--- config.mk ---
export PLATFORM = sky130hd
export DESIGN_NAME = hue_regs
export DESIGN_NICKNAME = d
export VERILOG_FILES = /design/src/design/hue_pkg.sv /design/src/design/hue_edge.sv /design/src/design/hue_regs.sv
export SDC_FILE = /design/constraint.sdc
export NUM_CORES = 1
export LEC_CHECK = 0
export BUFFER_PORTS_ARGS = -buffer_cell sky130_fd_sc_hd__buf_2
export CORE_MARGIN = 3
export CORE_UTILIZATION = 40
export CTS_BUF_LIST = sky130_fd_sc_hd__clkbuf_4 sky130_fd_sc_hd__clkbuf_8 sky130_fd_sc_hd__clkbuf_16
export CTS_CLUSTER_SIZE = 8
export DETAILED_ROUTE_END_ITERATION = 10
export SETUP_SLACK_MARGIN = 0.3
export SYNTH_ARGS = -nofsm -noshare
export SYNTH_HDL_FRONTEND = slang
export SYNTH_HIERARCHICAL = 1
export SYNTH_SLANG_ARGS = --single-unit
export TNS_END_PERCENT = 100
--- constraint.sdc ---
create_clock -name ref_clk_i -period 8.9 [get_ports ref_clk_i]
set_input_delay 1.78 -clock ref_clk_i [delete_from_list [all_inputs] [get_ports ref_clk_i]]
set_output_delay 1.78 -clock ref_clk_i [all_outputs]
set_load 0.1 [all_outputs]
--- src/design/hue_pkg.sv ---
package hue_pkg;
	// host register offsets (3-bit host address)
	localparam logic [2:0] HOST_DATA   = 3'h0;
	localparam logic [2:0] HOST_IER    = 3'h1;
	localparam logic [2:0] HOST_FIFO   = 3'h2;
	localparam logic [2:0] HOST_LINE   = 3'h3;
	localparam logic [2:0] HOST_LSTAT  = 3'h5;
	localparam logic [2:0] HOST_MSTAT  = 3'h6;
	localparam logic [2:0] HOST_SCR    = 3'h7;
	// mpu register offsets (low address byte)
	localparam logic [7:0] MPU_TWEAKS  = 8'he9;
	localparam logic [7:0] MPU_SYSCFG  = 8'hef;
	localparam logic [7:0] MPU_FIFO    = 8'hf2;
	localparam logic [7:0] MPU_RXBUF   = 8'hf0;
	localparam logic [7:0] MPU_TXHOLD  = 8'hf1;
	localparam logic [7:0] MPU_MSTAT   = 8'hf6;
	localparam logic [7:0] MPU_SCR     = 8'hf7;
	localparam logic [7:0] MPU_DIVLO   = 8'hf8;
	localparam logic [7:0] MPU_DIVHI   = 8'hf9;
	localparam logic [7:0] MPU_EVENTS  = 8'hfa;
	// field positions
	localparam int FC_ENABLE  = 0;
	localparam int FC_RXRST   = 1;
	localparam int FC_TXRST   = 2;
	localparam int FC_DMA     = 3;
	localparam int FC_TXOVR   = 4;
	localparam int FC_CHANGE  = 5;
	localparam int LC_DIVACC  = 7;
	localparam int MT_CHAIN   = 0;
	localparam int MT_OVRWR   = 1;
	localparam int SC_HOSTMODE = 1;
	localparam int SC_FORCEOFF = 3;
	localparam int FIFO_DEPTH  = 16;
	// trigger levels
	localparam logic [4:0] TRIG_1  = 5'h01;
	localparam logic [4:0] TRIG_4  = 5'h04;
	localparam logic [4:0] TRIG_8  = 5'h08;
	localparam logic [4:0] TRIG_14 = 5'h0e;
	localparam logic [7:0] RESET_BYTE = 8'h00;
	localparam int UNMAPPED_READ = 8'hff;
endpackage

--- src/design/hue_edge.sv ---
`timescale 1ns/1ps
`default_nettype none
// change detector on the four modem input bits
module hue_edge
	import hue_pkg::*;
(
	input  wire logic       ref_clk_i,
	input  wire logic       reset_i,
	input  wire logic [3:0] level_i,
	output logic      [3:0] toggled_o,
	output logic      [3:0] falling_o
);
	logic [3:0] prev;

	always_ff @(posedge ref_clk_i or posedge reset_i) begin
		if (reset_i) begin
			prev <= 4'h0;
		end else begin
			prev <= level_i;
		end
	end

	for (genvar i = 0; i < 4; i++) begin : g_bit
		assign toggled_o[i] = prev[i] ^ level_i[i];
		assign falling_o[i] = prev[i] & ~level_i[i];
	end
endmodule
`default_nettype wire

--- src/design/hue_regs.sv ---
// Functional notes
// - host rx interrupt at selected trigger level
// - mpu fifo view flags change and overrun
// - mpu fifo read clears bits five, four
// - bit three selects dma mode one
// - bit two resets transmit fifo, self-clears
// - bit one resets receive fifo, self-clears
// - reset shadow flags clear on mpu read
// - host fifo write needs enable bit set
// - enable change by host write flushes data and interrupts
// - mpu can force fifo mode off
// - overrun modification overwrites last fifo slot
// - without modification, overrun writes ignored
// - fast chain mode drops enable on interrupt
// - slow chain mode drops after acknowledge
// - deltas on carrier, ready, clear changes
// - ring falling edge sets bit two
// - host modem status read clears deltas
// - scratch host rw, mpu ro, no interrupt
// - divisor latches interrupt mpu on write
// - rx interrupt within two clocks of byte
// - host pins live only in mode one
`timescale 1ns/1ps
`default_nettype none
module hue_regs
	import hue_pkg::*;
#(
	parameter int DEPTH = FIFO_DEPTH
)(
	// clock and reset
	input  wire logic       ref_clk_i,
	input  wire logic       reset_i,
	// host parallel port
	input  wire logic [2:0] host_addr_i,
	input  wire logic       host_select_n_i,
	input  wire logic       host_read_strobe_n_i,
	input  wire logic       host_write_strobe_n_i,
	input  wire logic [7:0] host_data_bus_i,
	output logic      [7:0] host_data_bus_o,
	output logic            host_data_bus_oe_o,
	output logic            host_intr_o,
	// mpu register port
	input  wire logic [7:0] mpu_addr_i,
	input  wire logic       mpu_rd_i,
	input  wire logic       mpu_wr_i,
	input  wire logic [7:0] mpu_wdata_i,
	output logic      [7:0] mpu_rdata_o,
	output logic            mpu_intr_o,
	output logic            dma_mode_o,
	// daisy chain
	input  wire logic       chain_enable_in_i,
	input  wire logic       interrupt_acknowledge_cycle_i,
	output logic            chain_enable_out_o
);
	localparam int AW = $clog2(DEPTH);

	// ****************
	// state
	// ****************
	typedef struct packed {
		logic [2:0]       s_rd;
		logic [2:0]       s_wr;
		logic [2:0]       s_cs;
		logic [7:0]       fifo_ctl;
		logic [1:0]       rst_shadow;
		logic             chg_flag;
		logic             txovr_flag;
		logic [7:0]       line_ctl;
		logic [7:0]       ier;
		logic [7:0]       div_lo;
		logic [7:0]       div_hi;
		logic [7:0]       scratch;
		logic [7:0]       msr;
		logic [1:0]       tweaks;
		logic [7:0]       syscfg;
		logic [DEPTH-1:0][7:0] rx_mem;
		logic [AW:0]      rx_cnt;
		logic [7:0]       tx_hold;
		logic             tx_full;
		logic             div_evt;
		logic             overrun;
		logic             chain;
		logic [7:0]       host_q;
		logic [7:0]       mpu_q;
	} hue_regs_s;

	hue_regs_s r;
	hue_regs_s next_r;

	// ****************
	// edge sensing
	// ****************
	logic [3:0] m_tog;
	logic [3:0] m_fall;
	logic       hrd_pulse;
	logic       hwr_pulse;
	logic       hsel;
	logic [4:0] trig;
	logic       rx_int;
	logic [2:0] hstrobe_rd;
	logic [2:0] hstrobe_wr;

	hue_edge u_edge (
		.ref_clk_i (ref_clk_i),
		.reset_i   (reset_i),
		.level_i   (r.msr[7:4]),
		.toggled_o (m_tog),
		.falling_o (m_fall)
	);

	// host pins qualified by mode one
	// select is taken one stage earlier than the strobe edge pair, so both are
	// seen together when select and strobe fall on the same clock
	assign hsel = ~r.s_cs[1] & r.syscfg[SC_HOSTMODE];
	assign hstrobe_rd = r.s_rd;
	assign hstrobe_wr = r.s_wr;
	assign hrd_pulse = hsel & hstrobe_rd[2] & ~hstrobe_rd[1];
	assign hwr_pulse = hsel & hstrobe_wr[2] & ~hstrobe_wr[1];

	always_comb begin
		unique case (r.fifo_ctl[7:6])
			2'b00: trig = TRIG_1;
			2'b01: trig = TRIG_4;
			2'b10: trig = TRIG_8;
			2'b11: trig = TRIG_14;
		endcase
	end

	// interrupt asserts from fill level directly
	assign rx_int = r.ier[0] &
		(r.fifo_ctl[FC_ENABLE] ? ({1'b0, r.rx_cnt} >= {{(5 - AW) {1'b0}}, trig} ? 1'b1 : 1'b0)
			: (r.rx_cnt != '0));

	// ****************
	// next state
	// ****************
	always_comb begin
		logic [7:0] hw;
		logic       en_new;
		hw = host_data_bus_i;
		en_new = 1'b0;
		next_r = r;
		// stage 0 is only read by stage 1
		next_r.s_rd = {r.s_rd[1], r.s_rd[0], host_read_strobe_n_i};
		next_r.s_wr = {r.s_wr[1], r.s_wr[0], host_write_strobe_n_i};
		next_r.s_cs = {r.s_cs[1], r.s_cs[0], host_select_n_i};
		next_r.fifo_ctl[FC_TXRST] = 1'b0;
		next_r.fifo_ctl[FC_RXRST] = 1'b0;
		next_r.div_evt = 1'b0;

		// ---- host reads
		if (hrd_pulse) begin
			unique case (host_addr_i)
				HOST_DATA: begin
					if (r.line_ctl[LC_DIVACC]) begin
						next_r.host_q = r.div_lo;
					end else begin
						next_r.host_q = r.rx_mem[0];
						if (r.rx_cnt != '0) begin
							next_r.rx_mem = r.rx_mem >> 8;
							next_r.rx_cnt = r.rx_cnt - 1'b1;
						end
						next_r.overrun = 1'b0;
					end
				end
				HOST_IER:   next_r.host_q = r.line_ctl[LC_DIVACC] ? r.div_hi : r.ier;
				HOST_FIFO:  next_r.host_q = {~rx_int, 7'h00};
				HOST_LINE:  next_r.host_q = r.line_ctl;
				HOST_LSTAT: begin
					next_r.host_q = {6'h00, r.overrun, r.rx_cnt != '0};
					next_r.overrun = 1'b0;
				end
				HOST_MSTAT: begin
					next_r.host_q = r.msr;
					next_r.msr[3:0] = 4'h0;
				end
				HOST_SCR:   next_r.host_q = r.scratch;
				default:    next_r.host_q = RESET_BYTE;
			endcase
		end

		// ---- host writes
		if (hwr_pulse) begin
			unique case (host_addr_i)
				HOST_DATA: begin
					if (r.line_ctl[LC_DIVACC]) begin
						next_r.div_lo = hw;
						next_r.div_evt = 1'b1;
					end else if (r.tx_full) begin
						next_r.txovr_flag = 1'b1;
					end else begin
						next_r.tx_hold = hw;
						next_r.tx_full = 1'b1;
					end
				end
				HOST_IER: begin
					if (r.line_ctl[LC_DIVACC]) begin
						next_r.div_hi = hw;
						next_r.div_evt = 1'b1;
					end else begin
						next_r.ier = hw;
					end
				end
				HOST_FIFO: begin
					en_new = hw[FC_ENABLE] & ~r.syscfg[SC_FORCEOFF];
					if (en_new) begin
						next_r.fifo_ctl = {hw[7:6], 2'b00, hw[FC_DMA], hw[2:1], 1'b1};
						next_r.rst_shadow = r.rst_shadow | hw[2:1];
					end else begin
						next_r.fifo_ctl[FC_ENABLE] = 1'b0;
					end
					next_r.chg_flag = 1'b1;
				end
				HOST_LINE: next_r.line_ctl = hw;
				HOST_SCR:  next_r.scratch = hw;
				default: ;
			endcase
		end

		// ---- mpu writes
		if (mpu_wr_i) begin
			unique case (mpu_addr_i)
				MPU_TWEAKS: next_r.tweaks = mpu_wdata_i[1:0];
				MPU_SYSCFG: next_r.syscfg = mpu_wdata_i;
				MPU_MSTAT:  next_r.msr[7:4] = mpu_wdata_i[7:4];
				MPU_RXBUF: begin
					if (next_r.rx_cnt < (AW + 1)'(DEPTH)) begin
						next_r.rx_mem[next_r.rx_cnt[AW-1:0]] = mpu_wdata_i;
						next_r.rx_cnt = next_r.rx_cnt + 1'b1;
					end else if (r.tweaks[MT_OVRWR]) begin
						next_r.rx_mem[DEPTH-1] = mpu_wdata_i;
						next_r.overrun = 1'b1;
					end else begin
						next_r.overrun = 1'b1;
					end
				end
				default: ;
			endcase
		end
		if (mpu_rd_i) begin
			unique case (mpu_addr_i)
				MPU_TXHOLD: next_r.tx_full = 1'b0;
				MPU_FIFO: begin
					next_r.chg_flag = 1'b0;
					next_r.txovr_flag = 1'b0;
					next_r.rst_shadow = 2'b00;
				end
				default: ;
			endcase
		end
		// flags set after the clear so set wins
		if (hwr_pulse && host_addr_i == HOST_FIFO) begin
			next_r.chg_flag = 1'b1;
			if (en_new) begin
				next_r.rst_shadow = next_r.rst_shadow | hw[2:1];
			end
		end
		if (hwr_pulse && host_addr_i == HOST_DATA && !r.line_ctl[LC_DIVACC] && r.tx_full) begin
			next_r.txovr_flag = 1'b1;
		end

		next_r.msr[3] = next_r.msr[3] | m_tog[3];
		next_r.msr[1] = next_r.msr[1] | m_tog[1];
		next_r.msr[0] = next_r.msr[0] | m_tog[0];
		next_r.msr[2] = next_r.msr[2] | m_fall[2];

		if (next_r.fifo_ctl[FC_TXRST]) begin
			next_r.tx_full = 1'b0;
		end
		if (next_r.fifo_ctl[FC_RXRST]) begin
			next_r.rx_cnt = '0;
		end
		// enable change flushes and drops interrupts
		if (next_r.fifo_ctl[FC_ENABLE] != r.fifo_ctl[FC_ENABLE]) begin
			next_r.rx_cnt = '0;
			next_r.tx_full = 1'b0;
			next_r.overrun = 1'b0;
			next_r.ier = RESET_BYTE;
		end
		if (r.syscfg[SC_FORCEOFF]) begin
			next_r.fifo_ctl[FC_ENABLE] = 1'b0;
		end

		// fast mode blocks chain on interrupt
		if (r.tweaks[MT_CHAIN]) begin
			next_r.chain = chain_enable_in_i & ~rx_int;
		end else if (!chain_enable_in_i) begin
			next_r.chain = 1'b0;
		end else if (interrupt_acknowledge_cycle_i && rx_int) begin
			next_r.chain = 1'b0;
		end else if (!rx_int) begin
			next_r.chain = 1'b1;
		end

		// ---- mpu read data
		unique case (mpu_addr_i)
			MPU_FIFO:   next_r.mpu_q = {r.fifo_ctl[7:6], r.chg_flag, r.txovr_flag,
				r.fifo_ctl[FC_DMA], r.rst_shadow, r.fifo_ctl[FC_ENABLE]};
			MPU_TXHOLD: next_r.mpu_q = r.tx_hold;
			MPU_SYSCFG: next_r.mpu_q = r.syscfg;
			MPU_MSTAT:  next_r.mpu_q = r.msr;
			MPU_SCR:    next_r.mpu_q = r.scratch;
			MPU_DIVLO:  next_r.mpu_q = r.div_lo;
			MPU_DIVHI:  next_r.mpu_q = r.div_hi;
			MPU_EVENTS: next_r.mpu_q = {5'h00, r.tx_full, r.overrun, r.div_evt};
			default:    next_r.mpu_q = 8'(UNMAPPED_READ);
		endcase
	end

	// ****************
	// registers
	// ****************
	always_ff @(posedge ref_clk_i or posedge reset_i) begin
		if (reset_i) begin
			r <= '0;
			r.s_rd <= 3'h7;
			r.s_wr <= 3'h7;
			r.s_cs <= 3'h7;
			r.chain <= 1'b1;
		end else begin
			r <= next_r;
		end
	end

	// ****************
	// outputs
	// ****************
	assign host_data_bus_o    = r.host_q;
	assign host_data_bus_oe_o = hsel & ~r.s_rd[2];
	// rx interrupt, no extra register stage
	assign host_intr_o        = rx_int & r.syscfg[SC_HOSTMODE];
	assign mpu_rdata_o        = r.mpu_q;
	assign dma_mode_o         = r.fifo_ctl[FC_DMA] & r.fifo_ctl[FC_ENABLE];
	assign mpu_intr_o         = r.div_evt | r.chg_flag | r.txovr_flag | r.tx_full;
	assign chain_enable_out_o = r.chain;

	// ****************
	// assertions
	// ****************
	a_msr_clear: assert property (@(posedge ref_clk_i) disable iff (reset_i)
		hrd_pulse && host_addr_i == HOST_MSTAT && m_tog == 4'h0 |=> r.msr[3:0] == 4'h0)
		else $error("modem deltas not cleared");
	a_ring_edge: assert property (@(posedge ref_clk_i) disable iff (reset_i)
		$fell(r.msr[6]) |=> r.msr[2]) else $error("ring edge missed");
	a_dcd_delta: assert property (@(posedge ref_clk_i) disable iff (reset_i)
		r.msr[7] != $past(r.msr[7]) |=> r.msr[3]) else $error("carrier delta missed");
	a_fifo_clr: assert property (@(posedge ref_clk_i) disable iff (reset_i)
		mpu_rd_i && mpu_addr_i == MPU_FIFO && !hwr_pulse && !r.tx_full |=>
		!r.chg_flag && !r.txovr_flag) else $error("fifo flags not cleared");
	a_self_clear: assert property (@(posedge ref_clk_i) disable iff (reset_i)
		r.fifo_ctl[FC_TXRST] |=> !r.fifo_ctl[FC_TXRST] || hwr_pulse)
		else $error("tx reset not self clearing");
	a_rx_flush: assert property (@(posedge ref_clk_i) disable iff (reset_i)
		r.fifo_ctl[FC_RXRST] |-> r.rx_cnt == '0) else $error("rx not flushed");
	a_force_off: assert property (@(posedge ref_clk_i) disable iff (reset_i)
		r.syscfg[SC_FORCEOFF] |=> !r.fifo_ctl[FC_ENABLE]) else $error("fifo not forced off");
	a_chain_fast: assert property (@(posedge ref_clk_i) disable iff (reset_i)
		r.tweaks[MT_CHAIN] && rx_int |=> !chain_enable_out_o) else $error("chain not dropped");
	a_dma_mode: assert property (@(posedge ref_clk_i) disable iff (reset_i)
		dma_mode_o |-> r.fifo_ctl[FC_ENABLE]) else $error("dma mode without fifo");
	c_div_write: cover property (@(posedge ref_clk_i) r.div_evt);
	c_overrun:   cover property (@(posedge ref_clk_i) r.overrun && r.tweaks[MT_OVRWR]);
	c_rx_int:    cover property (@(posedge ref_clk_i) $rose(host_intr_o));
endmodule
`default_nettype wire

==> Word-level counts from Yosys, hierarchy flattened <==
Index checks and enable logic that the tools add are counted.
{ "classes": {"addsub": 2, "n_lt_le_gt_ge": 4, "n_eq_ne": 22, "n_mux": 68, "n_bitwise": 33, "n_reduce_logical": 23} }
{ "op_table": {"columns": ["operator", "n"], "rows": [
  ["133-bit two-way mux", 6],
  ["128-bit bitwise mux", 1],
  ["125-bit two-way mux", 1],
  ["8-bit two-way mux", 14],
  ["8-bit equality test, second input constant", 10],
  ["8-bit case mux with 8 select lines", 1],
  ["8-bit case mux with 7 select lines", 1],
  ["47-bit two-way mux", 1],
  ["8-bit demux with 4-bit select", 1],
  ["1-bit two-way mux", 28],
  ["5-bit case mux with 4 select lines", 1],
  ["4-bit two-way mux", 4],
  ["1-bit bitwise AND", 12],
  ["3-bit AND reduction", 4],
  ["5-bit two-way mux", 2],
  ["2-bit AND reduction", 5],
  ["3-bit equality test, second input constant", 3],
  ["1-bit NOT", 9],
  ["2-bit two-way mux", 4],
  ["1-bit bitwise OR", 7],
  ["3-bit by 2-bit equality test with 1-bit output, second input constant", 2],
  ["1-bit logical AND", 6],
  ["6-bit two-way mux", 1],
  ["5-bit by 1-bit adder with 5-bit output, second input constant", 1],
  ["other kinds (22)", 27]
]} }
{ "word_totals": {"reg_bits": 239, "in_bits": 36, "out_inout_bits": 21, "word_cells": 194} }

==> Depth between registers and ports, before layout <==
Gate-level depths: netlist (run 1).
{ "logic_depth": {"ltp_word": 15, "ltp_mapped": 12, "depth_no_buf": 11} }

==> Modules after synthesis <==
The synthesis (run 1) kept the hierarchy.
{ "by_module_without_submodules": {"columns": ["mod", "n_inst", "cells_each", "area_each_um2", "seq_area_each_um2"], "rows": [
  ["hue_regs", 1, 1087, 11476.0, 5891.9],
  ["hue_edge", 1, 17, 183.9, 100.1]
]} }

==> Worst setup path after synthesis (run 1) <==
OpenSTA, ideal clock, no wires.
{ "synth_timing": {"kind": "register -> output", "startpoint": "register r[162] (netlist name)", "endpoint": "output port host_data_bus_oe_o", "t_arrival_ps": 2615, "required_ps": 7120, "setup_slack_ps": 4505, "path_stages_with_launch": 2, "n_path_buf": 0, "cell_sequence": "dfrtp_1 > nor3b_1"} }
{ "synth_via": {"elab_chain_len": 2} }
{ "synth_lines": {"columns": ["item", "line", "rtl"], "rows": [
  ["start: declaration", "hue_regs.sv:87", "hue_regs_s r;"],
  ["start signal: assignment", "hue_regs.sv:321", "r <= next_r;"],
  ["1-bit bitwise AND", "hue_regs.sv:114", "assign hsel = ~r.s_cs[1] & r.syscfg[SC_HOSTMODE];"],
  ["1-bit bitwise AND", "hue_regs.sv:329", "assign host_data_bus_oe_o = hsel & ~r.s_rd[2];"],
  ["end: declaration", "hue_regs.sv:40", "output logic host_data_bus_oe_o,"]
]} }
Every way passes these cells.

==> results of run 1 <==
registers in the layout, summed over array words and instances, names as in the netlist:
| name | flops |
|---|---|
| chain_enable_out_o | 1 |
| host_data_bus_o | 8 |
| hstrobe_rd | 3 |
| hstrobe_wr | 3 |
| mpu_rdata_o | 8 |
| next_r | 2 |
| r | 210 |
| u_edge/prev | 4 |
final cells by class:
| class | instances | share of cell area |
|---|---|---|
| flip-flops and latches | 239 | 0.4599 |
| multi-input cells | 748 | 0.3940 |
| clock buffers | 50 | 0.07586 |
| well taps | 378 | 0.03630 |
| repair buffers | 62 | 0.02497 |
| inverters | 27 | 0.008354 |
| clock inverters | 1 | 0.0006722 |
worst max-delay path, cell delays in order:
cell     delay (ns)
buf_2          0.24
nor4_1         0.74
nand3_4        0.52
buf_4          0.53
xnor2_1        0.45
inv_1          0.14
ha_1           0.23
and3_1         0.22
a32oi_4        0.59
nand3_1        0.17
o21ai_2        0.09
metrics by stage:
stage	total power, µW	util	area (µm²)	setup WS, ns	cells
final	2532	0.4614	13030	3.552	1505
after global routing	2627	0.4614	13030	3.215	1505
after CTS	2565	0.4614	13030	3.592	1505
after detailed placement	1339	0.4261	12030	3.126	1454
after global placement	1337	0.4261	12030	3.246	1454
after floorplan	1291	-	11660	0.6886	1103
per-layer routing:
layer,routed length [µm],vias up,global-route usage
li1,-,3909,-
met1,13020,3900,0.2534
met2,13140,214,0.2930
met3,1256,57,0.02789
met4,960,0,0.06710
met5,0,-,0
final timing paths:
path                                start             end  slack, ns  cells after the start
hold reg to reg             hstrobe_wr[0]   hstrobe_wr[1]       0.35                      0
setup / recovery           host_addr_i[1]          r[157]       3.55                     11
max in group asynchronous         reset_i           r[82]       5.77                      3
hold / removal              hstrobe_wr[0]   hstrobe_wr[1]       0.35                      0
min in group asynchronous         reset_i  u_edge/prev[3]       1.21                      2
setup reg to reg                    r[28]          r[126]       4.45                     10
report_power, final:
group	switching, µW	leakage [µW]	internal [µW]
logic	138	0.00303	40.0
clock network	451	0.000505	761
registers	25.5	0.00319	1120
==> results by group, run 1 <==
Placed design
  • Placer Congestion: 0.8800
  • HPWL after detailed placement: roughly 19000 µm
  • Port bufs: 56

Critical path
  • Setup crit start kind: input pin
  • Kind of critical path: in -> reg
  • CP Capture Type: register
  • Crit Path Max Fanout: 46
  • Worst path required time: around 9.3 ns
  • WP data arrival: 5.75 ns

Run
  • Max-cap violations: 0

STA
  • Skew final: 0.02176 ns
  • Final setup viols: 0
  • Tmin final: about 5.3 ns
  • RSZ-0062 raised after global routing: false
  • Slew Viols, Final: 0
  • Fin crit share: 0.6009
  • Slew @ Worst Pin: ~1.3 ns
  • Final hold violations: 0
  • Slew HR: 0.1403
  • Post-Route Setup TNS: 0 ns
  • Hold WS: ~0.35 ns
  • FMAX: approximately 0.19 GHz

Clock network
  • H-Tree Depth: 2
  • Cts hold-fix bufs: 0
  • Max Root-Sink Buffers: 3
  • Clock Sinks: roughly 240
  • CTS tree: done
  • Worst skew pair latency: between 0.4 and 0.5 ns
  • Root buffer cell: clkbuf_16
  • Num CTS Buffers: 35
  • Clk pin slew, worst setup/hold paths: roughly 0.050 ns
  • PostCTS Resize Cnt: 0
  • Post-CTS setup buffer count: 0

GRT
  • Global route overflow: 0
  • Initial antenna violation count: 0
  • Largest net degree at the start of global routing: around 160
  • GR Util All Layers: 0.1830
  • First-pass GRT wire length: roughly 46000 µm
  • Number of global-route vias before repair: approximately 8000

Finish
  • Antenna diodes: 0
  • Most frequent cells in the layout: dfrtp_1 (230), mux2i_1 (138), nor2_1 (133), a21oi_1 (111), nand2_1 (86)
  • Share of cells above drive strength 1: 0.1819
  • Filler cells: ~2700
  • Final Net Count: 1162
  • Storage cell area: 5992 µm²
  • Multi-input logic area: a little over 5000 µm²
  • Area Growth Syn to Fin: 11.79%
  • Most common cell after layout, fill and taps aside: dfrtp_1

Logic synthesis
  • Yosys warnings: 6
  • Synthesized area: 11660 µm²
  • Mapped Cells: between 1000 and 1500
  • Net Count, Synth: 1152
  • Post-Syn Area per Cell: ~11 µm²

Routing
  • First-pass iteration count of the detailed router: 6
  • Vias per std cell: around 5.4
  • Vias: 8080
  • DRT iter0 DRCs: ~690
  • DRC Markers: 0
  • Drt wl/cell: roughly 19 µm
  • Routed Antenna Nets: 0
  • Routed wire length: about 28000 µm

Floorplanning
  • Core ar.: approximately 28000 µm²
  • Die area: around 31000 µm²
  • # IOs: 57
  • Initial core utilization: 0.4128
  • Die Width: 176.7 µm
  • Core Rows: 61
  • Die H: between 150 and 200 µm

Power and ir drop
  • Leak pwr: about 0.0067 µW
  • Worst VDD drop: between 0.00015 and 0.0002 V
  • Power per cell area: slightly below 200 nW/µm²

Min path
  • Worst min path class: reg -> reg

Status
  • Outcome: completed
(Power assumes the default switching activity.)
==> run 2: changes to the inputs <==
clock period = 4.4 ns   (was 8.9 ns; I/O delays follow)
==> run 2 against run 1 <==
Against the previous run: clock-buffer cell count shrank 1; clock skew is 0.0016 ns higher; critical path depth is 2 lower; combinational power grew 110%; register-to-register slack got worse by 3.6 ns; clock power up 110%; die area stayed put; sequential power grew 100%; sequential cell count unchanged; critical path type unchanged.
==> results by group, run 2 (synthesized netlist as in run 1, its figures left out) <==
GRT
  • First-pass GRT wire length: approximately 46000 µm
  • Largest net degree at the start of global routing: ~130
  • Global route overflow: 0
  • Initial antenna violation count: 0
  • GR Util All Layers: 0.1887
  • Number of global-route vias before repair: ~8200

STA
  • Final setup viols: 0
  • Slew @ Worst Pin: approximately 1.0 ns
  • Slew HR: 0.3055
  • Tmin final: between 3 and 4 ns
  • RSZ-0062 raised after global routing: false
  • FMAX: 0.2826 GHz
  • Skew final: between 0.02 and 0.025 ns
  • Hold WS: between 0.2 and 0.3 ns
  • Fin crit share: 0.8042
  • Post-Route Setup TNS: 0 ns
  • Slew Viols, Final: 0
  • Final hold violations: 0

Clock network
  • Clock Sinks: about 240
  • Num CTS Buffers: 35
  • H-Tree Depth: 2
  • Worst skew pair latency: slightly above 0.5 ns
  • PostCTS Resize Cnt: 0
  • Clk pin slew, worst setup/hold paths: 0.05 ns
  • CTS tree: done
  • Max Root-Sink Buffers: 3
  • Cts hold-fix bufs: 0
  • Post-CTS setup buffer count: 0
  • Root buffer cell: clkbuf_16

Finish
  • Area Growth Syn to Fin: 13.07%
  • Post-route cell area: 13180 µm²
  • Finished Core Util: 0.4667
  • Antenna diodes: 0
  • Most frequent cells in the layout: dfrtp_1 (230), mux2i_1 (138), nor2_1 (133), a21oi_1 (111), nand2_1 (86)
  • Multi-input logic area: between 5000 and 6000 µm²
  • Share of cells above drive strength 1: 0.1905
  • Final Net Count: around 1200
  • Max FFs per register: 210
  • Filler cells: around 2700
  • Biggest register: r
  • Most common cell after layout, fill and taps aside: dfrtp_1
  • Storage cell area: approximately 6000 µm²

Placed design
  • Placer Congestion: about 0.87
  • Placed Area: between 10000 and 15000 µm²
  • HPWL after detailed placement: between 15000 and 20000 µm
  • Port bufs: between 50 and 60

Power and ir drop
  • Flop pwr share: 0.446
  • Power per cell area: approximately 390 nW/µm²
  • Total net switching power: ~1300 µW
  • Sw Share: 0.2451
  • Combinational share of power: 0.071
  • Leak pwr: between 0.006 and 0.007 µW
  • Worst VDD drop: 0.0002940 V
  • Clock network fraction of total power: 0.483
  • Pint: ~3900 µW

Routing
  • First-pass iteration count of the detailed router: 6
  • Drt wl/cell: approximately 19 µm
  • Vias: approximately 8300
  • DRC Markers: 0
  • DRT iter0 DRCs: 690
  • Routed wire length: slightly below 30000 µm
  • Vias per std cell: approximately 5.4
  • Routed Antenna Nets: 0

Floorplanning
  • Core ar.: 28240 µm²
  • Core Rows: just over 60
  • Initial core utilization: 0.4128
  • Die area: around 31000 µm²
  • # IOs: 57
  • Die Width: 176.7 µm
  • Die H: around 180 µm

Critical path
  • CP Capture Type: register
  • WP data arrival: between 3 and 4 ns
  • Worst path required time: 4.75 ns
  • Setup crit start kind: input pin
  • Kind of critical path: in -> reg
  • Crit Path Max Fanout: 19

Status
  • Outcome: completed

Run
  • Max-cap violations: 0

Min path
  • Worst min path class: in -> async
==> run 2: cell types whose count changed in the layout (fill, tap and decap cells not counted) <==
| cell | previous run | this run |
|---|---|---|
| inv_8 | 1 | 0 |
| clkbuf_16 | 35 | 36 |
| clkinv_8 | 0 | 1 |
| clkbuf_4 | 15 | 13 |
| clkinvlp_4 | 0 | 1 |
| buf_4 | 6 | 15 |
| buf_12 | 0 | 3 |
==> run 2: per-stage QoR <==
stage                     setup slack [ns]  instances  power [µW]
after CTS                           0.8765       1517        5251
after floorplan                     0.4495       1103        2613
final                               0.8616       1517        5180
after detailed placement            0.5257       1466        2718
after global routing                0.5721       1517        5376
after global placement              0.6926       1466        2714
==> run 2: worst paths after layout <==
kind                                      from        endpoint  slack [ns]  cells past startpoint
worst max-delay path            host_addr_i[2]           r[96]        0.86                      9
worst min-delay path                   reset_i  u_edge/prev[0]        0.28                      2
worst max register to register           r[28]           r[96]        0.90                     10
worst min register to register   hstrobe_rd[0]   hstrobe_rd[1]        0.35                      0
max in group asynchronous              reset_i     next_r[232]        3.08                      3
min in group ref_clk_i           hstrobe_rd[0]   hstrobe_rd[1]        0.35                      0
==> run 2: area by class of cell <==
class	count	area share
sequential	239	0.4546
multi-input combinational	748	0.3895
clock buffer	49	0.07575
tap	378	0.03588
timing repair buffer	74	0.03436
inverter	27	0.007974
clock inverter	2	0.001899
==> run 2: layer usage <==
metal	up-vias	track usage	routed length, µm
met1	4045	0.2551	12900
met4	0	0.06121	805
li1	3930	-	-
met5	-	0	0
met2	231	0.3116	13930
met3	59	0.03067	1433
==> run 2: power groups by stage <==
stage / Combinational [µW] / Clock [µW] / Sequential [µW]
2_1_floorplan: 288 / 0 / 2320
3_3_place_gp: 370 / 0 / 2340
3_5_place_dp: 374 / 0 / 2340
4_1_cts: 375 / 2570 / 2310
5_1_grt: 404 / 2660 / 2310
6_report: 370 / 2500 / 2310
==> run 2: worst max-delay path, stage by stage <==
cell	delay, ns
buf_2	0.21
nor4_1	0.74
nand3_4	0.19
mux2i_1	0.41
ha_1	0.29
and3_1	0.29
nand3_1	0.51
nor2_1	0.27
a21oi_1	0.06
==> run 3: changes to the inputs <==
clock period = 3.3 ns   (was 4.4 ns; I/O delays follow)
==> run 3 against run 2 <==
Against the previous run: critical path depth is the same; sequential power rose by 33%; combinational power is 35% higher; total power up 34%; utilization is 0.73 points higher; first-iteration DRC count is 24% higher; clock power up 34%; global-route usage fell by 0.14 points; critical endpoint is now host_intr_o.
==> results by group, run 3 (synthesized netlist as in run 1, its figures left out) <==
GRT
  • Number of global-route vias before repair: ~8200
  • First-pass GRT wire length: 46260 µm
  • Global route overflow: 0
  • Largest net degree at the start of global routing: around 130
  • Initial antenna violation count: 0
  • GR Util All Layers: 0.1873

Critical path
  • Crit Path Max Fanout: 4
  • Crit path largest cell delay: roughly 0.44 ns
  • Setup crit start kind: register
  • Worst path cell trace: nor2_2 > ha_1 > nand2b_1 > a21oi_2 > nor2b_1 > o21ai_1 > a31oi_2 > and2_4 > buf_12
  • Worst path required time: ~2.6 ns
  • Crit Reg-Reg Endpoint: r[127]
  • Register-to-register setup slack: ~0.51 ns
  • Cell family contributing the most delay on the critical path: simple AND/OR/NAND/NOR gates
  • CP Capture Type: primary output
  • WP data arrival: 2.26 ns
  • Worst reg2reg path depth: 8
  • Kind of critical path: reg -> out
  • Buffers and inverters on the worst path: 1
  • Crit path max-delay cell type: dfrtp_2
  • Crit Reg-Reg Startpoint: hstrobe_rd[2]

Power and ir drop
  • Pwr Total: between 6000 and 7000 µW
  • Clock network fraction of total power: 0.483
  • Sw Share: 0.2444
  • Worst VDD drop: 0.0003786 V
  • Pint: about 5200 µW
  • Power per cell area: around 520 nW/µm²
  • Leak pwr: just under 0.007 µW
  • Total net switching power: between 1500 and 2000 µW
  • Combinational share of power: 0.072
  • Flop pwr share: 0.445

Finish
  • Biggest register: r
  • Share of cells above drive strength 1: 0.2147
  • Area Growth Syn to Fin: 14.83%
  • Most common cell after layout, fill and taps aside: dfrtp_1
  • Most frequent cells in the layout: dfrtp_1 (228), mux2i_1 (138), nor2_1 (132), a21oi_1 (110), nand2_1 (86)
  • Final Net Count: 1194
  • Post-route cell area: 13390 µm²
  • Antenna diodes: 0
  • Max FFs per register: 210

STA
  • Slew @ Worst Pin: a little under 1 ns
  • Slew Viols, Final: 0
  • FMAX: 0.3427 GHz
  • Final WS setup: 0.3822 ns
  • RSZ-0062 raised after global routing: false
  • Final setup viols: 0
  • Fin crit share: 0.8842
  • Final hold violations: 0
  • Skew final: between 0.015 and 0.02 ns
  • Tmin final: 2.918 ns
  • Slew HR: 0.3509

Run
  • Max-cap violations: 0

Floorplanning
  • Die Width: roughly 180 µm
  • Core ar.: 28240 µm²
  • Die H: approximately 180 µm
  • # IOs: 57
  • Core Rows: approximately 60
  • Initial core utilization: 0.4128
  • Die area: 31220 µm²

Status
  • Outcome: completed

Placed design
  • Port bufs: 56
  • HPWL after detailed placement: roughly 20000 µm
  • Placed Area: around 12000 µm²
  • Placer Congestion: 0.8963
  • Post-Place Setup Slack: 0.3920 ns

Clock network
  • Num CTS Buffers: 35
  • Cts hold-fix bufs: 0
  • Max Root-Sink Buffers: 3
  • Clock Sinks: roughly 240
  • H-Tree Depth: 2
  • Worst skew pair latency: about 0.5 ns
  • Root buffer cell: clkbuf_16
  • CTS tree: done
  • Clk pin slew, worst setup/hold paths: around 0.050 ns

Routing
  • DRT iter0 DRCs: ~860
  • Routed wire length: 29310 µm
  • DRC Markers: 0
  • Routed Antenna Nets: 0
  • Vias per std cell: approximately 5.4
  • First-pass iteration count of the detailed router: 8
  • Drt wl/cell: between 15 and 20 µm
  • Vias: roughly 8300

Min path
  • Worst min path class: in -> async
run 3: power by group through the flow:
stage | Clock [µW] | Sequential, µW | Combinational (µW)
6_report | 3340 | 3080 | 499
5_1_grt | 3540 | 3080 | 548
4_1_cts | 3430 | 3080 | 504
3_5_place_dp | 0 | 3130 | 501
3_3_place_gp | 0 | 3130 | 495
2_1_floorplan | 0 | 3100 | 385
run 3: stage by stage:
step                      instances  hold slack [ns]  setup TNS, ns    util
final                          1538          0.06845              0  0.4740
after global routing           1538          0.06991              0  0.4740
after CTS                      1537          0.06274              0  0.4733
after detailed placement       1483           0.3481              0  0.4357
after global placement         1483           0.3465              0  0.4357
after floorplan                1103           0.3452         -97.30       -
run 3: area by class of cell:
| cell class | instances | area (µm²) |
|---|---|---|
| tap | 378 | 473.0 |
| multi-input combinational | 748 | 5164 |
| sequential | 239 | 5995 |
| timing repair buffer | 94 | 618.1 |
| clock buffer | 50 | 1006 |
| fill | 2617 | 14850 |
| clock inverter | 2 | 25.02 |
| inverter | 27 | 105.1 |
run 3: worst max-delay path by stage:
stage / start / to / slack, ns / depth (start not counted)
2_1_floorplan: reset_i / host_data_bus_o[0] / -0.43 / 1
3_3_place_gp: host_addr_i[0] / r[52] / 0.42 / 10
3_5_place_dp: host_addr_i[2] / r[127] / 0.39 / 9
4_1_cts: r[230] / host_intr_o / 0.30 / 9
5_1_grt: r[230] / host_intr_o / 0.29 / 9
6_report: r[230] / host_intr_o / 0.38 / 9
run 3: layer usage:
| layer | up-vias | global-route usage | share of wire |
|---|---|---|---|
| met5 | - | 0 | 0 |
| met2 | 240 | 0.3013 | 0.47 |
| met1 | 3988 | 0.2559 | 0.45 |
| met3 | 68 | 0.03089 | 0.050 |
| li1 | 3971 | - | - |
| met4 | 0 | 0.06972 | 0.031 |
run 3: repair_timing:
action,4_1_cts,5_1_grt
setup buffers,2,1
pin swaps,1,3
resized for setup,7,5
setup endpoints to repair,1,1
